File: config.mk
export PLATFORM = sky130hd
export DESIGN_NAME = cag_core
export DESIGN_NICKNAME = d
export VERILOG_FILES = /design/src/cag_pkg.sv /design/src/cag_core.sv
export VERILOG_INCLUDE_DIRS = /design/src /design/src/src
export SDC_FILE = /design/constraint.sdc
export NUM_CORES = 1
export LEC_CHECK = 0
export ABC_AREA = 1
export ABC_CLOCK_PERIOD_IN_PS = 3000
export BUFFER_PORTS_ARGS = -buffer_cell sky130_fd_sc_hd__buf_2
export CAP_MARGIN = 20
export CORE_MARGIN = 5
export CORE_UTILIZATION = 54
export DETAILED_ROUTE_END_ITERATION = 16
export GPL_TIMING_DRIVEN = 0
export PLACE_DENSITY = 0.91
export REMOVE_ABC_BUFFERS = 1
export SYNTH_ARGS = -nofsm -noshare
export SYNTH_HDL_FRONTEND = slang
export SYNTH_SLANG_ARGS = --single-unit
File: constraint.sdc
create_clock -name clk_i -period 3 [get_ports clk_i]
set_input_delay 0.6 -clock clk_i [delete_from_list [all_inputs] [get_ports clk_i]]
set_output_delay 0.6 -clock clk_i [all_outputs]
set_load 0.02 [all_outputs]
File: src/cag_regs.svh
// Purpose: constants for the address generation block
// Assumes: 16-bit unified memory space
// Notes: definitions only
`ifndef CAG_REGS_SVH
`define CAG_REGS_SVH
`define CAG_RESET_VEC_LO 16'h0000
`define CAG_RESET_VEC_HI 16'h0001
`define CAG_TABLE_BASE 16'h0040
`define CAG_SHORT_HI 7'h7f
`define CAG_SHORT_SPLIT 8'h20
`define CAG_SFR_HI 8'hff
`define CAG_RAM_LO 16'hfd00
`define CAG_RAM_HI 16'hfeff
`define CAG_ONE 16'h0001
`define CAG_MINUS_ONE 16'hffff
`define CAG_CLEAR16 16'h0000
`define CAG_SHORT_FIRST 16'hfe20
`define CAG_SHORT_LAST 16'hff1f
`endif

File: src/cag_pkg.sv
// Purpose: types for the address generation block
// Assumes: nothing
// Notes: operation codes from the decoder
`default_nettype none
package cag_pkg;
  typedef enum logic [3:0] {
    CAG_OP_NONE = 4'h0,
    CAG_OP_SEQ = 4'h1,
    CAG_OP_REL = 4'h2,
    CAG_OP_IMM = 4'h3,
    CAG_OP_TBL = 4'h4,
    CAG_OP_REG = 4'h5,
    CAG_OP_DIR = 4'h6,
    CAG_OP_SHORT = 4'h7,
    CAG_OP_SFR = 4'h8,
    CAG_OP_IND = 4'h9,
    CAG_OP_BASED = 4'ha,
    CAG_OP_PUSH = 4'hb,
    CAG_OP_POP = 4'hc,
    CAG_OP_GPR = 4'hd
  } cag_op_t;
  typedef enum logic [1:0] {
    CAG_ST_IDLE = 2'b00,
    CAG_ST_LO = 2'b01,
    CAG_ST_HI = 2'b11
  } cag_state_t;
endpackage
`default_nettype wire

File: src/cag_core.sv
// Purpose: branch target and operand address generation
// Assumes: decoder holds op_i valid one cycle with strobe start_i
// Notes: vector fetches read bytes over mem_rd_o / mem_data_i
//
// Overview of operation
// - fetch pointer steps one per fetched byte
// - relative target adds sign-extended offset
// - relative form serves short and conditional jumps
// - absolute jump loads sixteen-bit immediate
// - table call reads entry at 40H plus twice the index
// - register jump loads accum_pair
// - direct address is immediate unchanged
// - short direct window FE20H to FF1FH
// - bit 8 set for field below 20H
// - sixteen-bit short direct takes even addresses
// - special register address is FF plus field
// - three-bit register code or pair select
// - indirect uses second_pair or base_pair
// - based adds zero-extended offset to base_pair
// - stack ops address through stack_top
// - stack only legal in high-speed RAM
// - predecrement on write, postincrement on read
// - vector low byte even, high byte odd
// - reset loads fetch pointer from vector
`include "cag_regs.svh"
`default_nettype none
module cag_core
  import cag_pkg::*;
(
  // clock and reset
  input wire logic clk_i,
  input wire logic rst_i,
  // decoder request
  input wire logic start_i,
  input wire cag_op_t op_i,
  input wire logic [15:0] imm16_i,
  input wire logic [7:0] imm8_i,
  input wire logic [4:0] tbl_idx_i,
  input wire logic [2:0] reg_code_i,
  input wire logic pair_sel_i,
  input wire logic wide_i,
  input wire logic [15:0] accum_pair_i,
  input wire logic [15:0] second_pair_i,
  input wire logic [15:0] base_pair_i,
  // stack pointer load
  input wire logic sp_load_i,
  input wire logic [15:0] sp_value_i,
  // memory read port for vectors
  input wire logic [7:0] mem_data_i,
  output logic mem_rd_o,
  output logic [15:0] mem_addr_o,
  // results
  output logic [15:0] fetch_pointer_o,
  output logic [15:0] stack_top_o,
  output logic [15:0] eff_addr_o,
  output logic eff_valid_o,
  output logic [2:0] reg_sel_o,
  output logic reg_wide_o,
  output logic addr_err_o,
  output logic busy_o
);

  ////////////////////////////////////////////////////////////////////////////
  // helpers

  function automatic logic [15:0] add16(input logic [15:0] a,
                                        input logic [15:0] b);
    logic [16:0] s;
    s = {1'b0, a} + {1'b0, b};
    add16 = s[15:0]; // carry dropped
  endfunction

  function automatic logic in_ram(input logic [15:0] a);
    in_ram = (a >= `CAG_RAM_LO) && (a <= `CAG_RAM_HI);
  endfunction

  ////////////////////////////////////////////////////////////////////////////
  // state

  cag_state_t state;
  logic [15:0] fetch_pointer;
  logic [15:0] stack_top;
  logic [7:0] vec_lo;
  logic boot;
  logic [15:0] vec_addr;
  logic [15:0] next_sp;
  logic [15:0] tbl_addr;

  assign fetch_pointer_o = fetch_pointer;
  assign stack_top_o = stack_top;

  // table entry address, two bytes per entry
  assign tbl_addr = add16(`CAG_TABLE_BASE,
                          {10'h000, tbl_idx_i, 1'b0});

  // push predecrements, pop uses current value
  always_comb begin
    next_sp = stack_top;
    if (start_i && op_i == CAG_OP_PUSH) begin
      next_sp = add16(stack_top, `CAG_MINUS_ONE);
    end
  end

  ////////////////////////////////////////////////////////////////////////////
  // vector fetch sequencer

  always_ff @(posedge clk_i or posedge rst_i) begin
    if (rst_i) begin
      state <= CAG_ST_IDLE;
      boot <= 1'b1;
      busy_o <= 1'b1;
      vec_addr <= `CAG_CLEAR16;
      vec_lo <= 8'h00;
      mem_rd_o <= 1'b0;
      mem_addr_o <= `CAG_CLEAR16;
    end else begin
      // busy follows the next state, so it leaves a flop
      unique case (state)
        CAG_ST_IDLE: begin
          if (boot) begin
            vec_addr <= `CAG_RESET_VEC_LO;
            mem_addr_o <= `CAG_RESET_VEC_LO;
            mem_rd_o <= 1'b1;
            boot <= 1'b0;
            state <= CAG_ST_LO;
          end else if (start_i && op_i == CAG_OP_TBL) begin
            vec_addr <= tbl_addr;
            mem_addr_o <= tbl_addr;
            mem_rd_o <= 1'b1;
            busy_o <= 1'b1;
            state <= CAG_ST_LO;
          end else begin
            mem_rd_o <= 1'b0;
            busy_o <= 1'b0;
          end
        end
        CAG_ST_LO: begin
          vec_lo <= mem_data_i; // low byte at even address
          mem_addr_o <= add16(vec_addr, `CAG_ONE);
          state <= CAG_ST_HI;
        end
        CAG_ST_HI: begin
          mem_rd_o <= 1'b0;
          busy_o <= 1'b0;
          state <= CAG_ST_IDLE;
        end
        default: begin
          state <= CAG_ST_IDLE;
          busy_o <= boot;
        end
      endcase
    end
  end

  ////////////////////////////////////////////////////////////////////////////
  // fetch pointer

  always_ff @(posedge clk_i or posedge rst_i) begin
    if (rst_i) begin
      fetch_pointer <= `CAG_CLEAR16;
    end else if (state == CAG_ST_HI) begin
      fetch_pointer <= {mem_data_i, vec_lo};
    end else if (start_i && state == CAG_ST_IDLE && !boot) begin
      unique case (op_i)
        CAG_OP_SEQ: fetch_pointer <= add16(fetch_pointer, `CAG_ONE);
        // fetch_pointer already past the jump
        CAG_OP_REL: fetch_pointer <= add16(fetch_pointer,
                                           {{8{imm8_i[7]}}, imm8_i});
        CAG_OP_IMM: fetch_pointer <= imm16_i;
        CAG_OP_REG: fetch_pointer <= accum_pair_i;
        default: fetch_pointer <= fetch_pointer;
      endcase
    end
  end

  ////////////////////////////////////////////////////////////////////////////
  // stack pointer

  always_ff @(posedge clk_i or posedge rst_i) begin
    if (rst_i) begin
      stack_top <= `CAG_CLEAR16;
    end else if (sp_load_i) begin
      stack_top <= sp_value_i;
    end else if (start_i && op_i == CAG_OP_PUSH) begin
      stack_top <= next_sp;
    end else if (start_i && op_i == CAG_OP_POP) begin
      stack_top <= add16(stack_top, `CAG_ONE);
    end
  end

  ////////////////////////////////////////////////////////////////////////////
  // operand address

  always_ff @(posedge clk_i or posedge rst_i) begin
    if (rst_i) begin
      eff_addr_o <= `CAG_CLEAR16;
      eff_valid_o <= 1'b0;
      reg_sel_o <= 3'h0;
      reg_wide_o <= 1'b0;
      addr_err_o <= 1'b0;
    end else begin
      eff_valid_o <= 1'b0;
      addr_err_o <= 1'b0;
      if (start_i) begin
        unique case (op_i)
          CAG_OP_DIR: begin
            eff_addr_o <= imm16_i;
            eff_valid_o <= 1'b1;
          end
          CAG_OP_SHORT: begin
            eff_addr_o <= {`CAG_SHORT_HI, (imm8_i < `CAG_SHORT_SPLIT),
                           imm8_i};
            eff_valid_o <= !(wide_i && imm8_i[0]);
            addr_err_o <= wide_i && imm8_i[0]; // odd word refused
          end
          CAG_OP_SFR: begin
            eff_addr_o <= {`CAG_SFR_HI, imm8_i};
            eff_valid_o <= 1'b1;
          end
          CAG_OP_IND: begin
            eff_addr_o <= pair_sel_i ? base_pair_i : second_pair_i;
            eff_valid_o <= 1'b1;
          end
          CAG_OP_BASED: begin
            eff_addr_o <= add16(base_pair_i, {8'h00, imm8_i});
            eff_valid_o <= 1'b1;
          end
          CAG_OP_PUSH, CAG_OP_POP: begin
            eff_addr_o <= next_sp;
            eff_valid_o <= in_ram(next_sp);
            addr_err_o <= !in_ram(next_sp);
          end
          CAG_OP_GPR: begin
            // pair code in bits 2:1 when wide
            reg_sel_o <= wide_i ? {reg_code_i[2:1], 1'b0} : reg_code_i;
            reg_wide_o <= wide_i;
          end
          default: begin
            eff_valid_o <= 1'b0;
          end
        endcase
      end
    end
  end
endmodule
`default_nettype wire

==> flow_metrics.py <==
metrics = {
    "run_status": {
        "status": "finished clean",
    },
    "timing": {
        "hold_violations": 0,
        "whs_ps": 276,
        "worst_pin_slew_ps": 1020,
        "fin_crit_sh_pct": 91.8,
        "finalSetupViolCount": 0,
        "max_clock_freq_ghz": 0.363,
        "slew_headroom_pct": 31.7,
        "min_period_ps": 2750,
        "fin_skew_ps": 10.2,
        "finalSetupTns_ps": 0,
        "slew_violations": 0,
    },
    "clocking": {
        "numCtsBuffers": 9,
        "clk_pin_slew_ps": 60,
        "htree_levels": 3,
        "cts_tree": "built",
        "postCtsSetupRepairBufs": 0,
        "cts_num_sinks": 80,
        "root_buffer": "clkbuf_16",
        "insertion_delay_ps": 360,
        "cts_buffer_depth": 2,
    },
    "logic_synthesis": {
        "async_flop_share_pct": 100,
        "synth_ff_type": "dfrtp_1",
        "synth.avg_cell_area_um2": 6.55,
        "yosysSeqAreaShare_pct": 29.3,
        "yosys_warnings": 0,
        "synth_cell_types": 50,
        "synth_edf_count": 0,
        "netlist_instances": 1044,
        "ys_ff_latch": 80,
        "syn_area_um2": 6830,
    },
    "global_routing": {
        "track_usage_pct": 30.3,
        "grt_pass1_wl_mm": 35.8,
        "antenna_found_initial": 3,
        "grt_pass1_vias": 7250,
        "grt_max_degree": 42,
        "overflow": 0,
    },
    "drt": {
        "wl_met1_mm": 9.32,
        "ant_nets": 0,
        "wl_mm": 22.6,
        "routed_via_density": 5.69,
        "wl_per_cell_um": 16.4,
        "first_pass_iters": 7,
        "vias": 7864,
        "wl_met2_mm": 10.2,
        "met3_length_mm": 2.14,
        "drtIter0Drc": 735,
        "drc": 0,
        "top_layer": "met5",
    },
    "run": {
        "drv_cap": 0,
    },
    "place": {
        "placed_area_um2": 7780,
        "dp_hpwl_mm": 17.6,
        "port_buffers": 176,
        "dp_cells": 1363,
        "gp_congestion": 0.971,
    },
    "floorplanning": {
        "die_x_um": 122,
        "die-height_um": 122,
        "start_util_pct": 54.6,
        "die-area_um2": 15000,
        "io_pins": 186,
        "placementRows": 41,
        "design.core.area_um2": 12500,
    },
    "setup_path": {
        "cp.required_ps": 3230,
        "critPathKind": "in2reg",
        "crit_arrival_ps": 2980,
        "worstSetupStartpointType": "input port",
        "crit_fanout": 8,
        "reg2reg_depth": 5,
        "critPathCaptureType": "flip-flop",
    },
    "worst_hold_path": {
        "hold_class": "in2async",
    },
    "layout": {
        "final_cells": 1383,
        "final_common_cell": "nand2_1",
        "final_area_um2": 8140,
        "fin_nets": 1348,
        "drive_gt1_share_pct": 20.6,
        "final_cell_mix": "298 x nand2_1, 176 x buf_2, 121 x nor2_1",
        "area_growth_pct": 19.1,
    },
    "power": {
        "power_mw": 5.62,
        "powerDensity_nw_per_um2": 690,
        "ir_drop_uv": 608,
        "p_leak_nw": 4.21,
    },
}
-- Yosys cell counts, types with 9 or more instances --
cell | count | share of area (%)
a21oi_1 | 57 | 4.2
a221oi_1 | 17 | 2.2
a31oi_1 | 9 | 0.82
buf_2 | 13 | 0.95
buf_4 | 10 | 1.1
clkbuf_1 | 14 | 0.77
dfrtp_1 | 78 | 29
ha_1 | 28 | 5.1
inv_1 | 100 | 5.5
inv_2 | 9 | 0.49
nand2_1 | 299 | 16
nand3_1 | 70 | 5.1
nand4_1 | 10 | 0.92
nor2_1 | 123 | 6.8
nor2_2 | 9 | 0.82
o211ai_1 | 10 | 1.1
o21ai_0 | 78 | 5.7
o22ai_1 | 10 | 0.92
or2_2 | 10 | 0.92
xor2_1 | 13 | 1.7
-- cell families after synthesis --
group	after synthesis	share of synthesized area (%)
AND/OR/NAND/NOR	548	34.4
AO/OA/AOI/OAI	224	19.8
buffers and inverters	148	9.03
flip-flops	80	29.3
adder cells (fa/ha/maj)	30	5.71
XOR/XNOR	13	1.67
other	1	0.0549
-- through the flow --
step / setup WS [ps] / utilization (%)
2_1_floorplan: 306 / -
3_3_place_gp: -666 / 62.0
3_5_place_dp: -220 / 62.1
4_1_cts: 157 / 64.7
5_1_grt: -2.37 / 65.0
6_report: 247 / 65.0
-- registers in the layout (all words and copies together), names as in the netlist --
name	count
eff_valid_o	1
boot	1
eff_addr_o	16
vec_addr	6
mem_rd_o	1
mem_addr_o	7
addr_err_o	1
fetch_pointer_o	16
stack_top_o	16
vec_lo	8
busy_o	1
state	2
reg_sel_o	3
reg_wide_o	1
-- what timing repair did --
action,CTS,global route
hold endpoints to repair,0,0
hold buffers,0,0
gates resized for setup,0,7
setup endpoints to repair,0,5
-- power breakdown --
part           internal [mW]  leakage, nW  total [mW]  switching, mW
clock                  0.753        0.156        1.23          0.481
sequential              1.44        0.981        1.75          0.304
combinational          0.881         3.07        2.64           1.76
-- metal layers --
| metal | global-route usage, % | up-vias |
|---|---|---|
| met5 | 0 | - |
| met4 | 15.1 | 2 |
| met3 | 5.48 | 69 |
| met2 | 47.2 | 410 |
| met1 | 40.7 | 3598 |
| li1 | - | 3785 |
-- worst paths after layout --
check / end / from / slack (ps)
min: mem_addr_o[4] / rst_i / 280
min in group clk_i: reg_sel_o[1] / reg_code_i[1] / 450
max: fetch_pointer_o[10] / op_i[1] / 250
min reg2reg: eff_addr_o[15] / eff_addr_o[15] / 470
max reg2reg: fetch_pointer_o[1] / state[0] / 490
max in group asynchronous: eff_addr_o[12] / rst_i / 2120
-- layout make-up --
class,instances,area (um^2)
fillers,1182,4380
clock inverters,5,81.3
well taps,172,215
repair buffers,179,923
clock buffers,11,243
inverters,110,415
diodes,2,5.00
multi-input cells,824,4250
flip-flops and latches,80,2000
-- critical path, cell delays in order --
cell and delay [ps]:
buf_2 120, inv_1 50, or2_2 300, nor2_2 120, nand2_1 150, inv_2 180
ha_1 300, a21oi_1 260, o21bai_1 140, inv_1 70, nand3_1 90, or2_2 280
nand3_1 80, nand2_1 70, o211ai_1 100, nand2_1 70
Note: power is estimated with default switching activity, not from simulation.
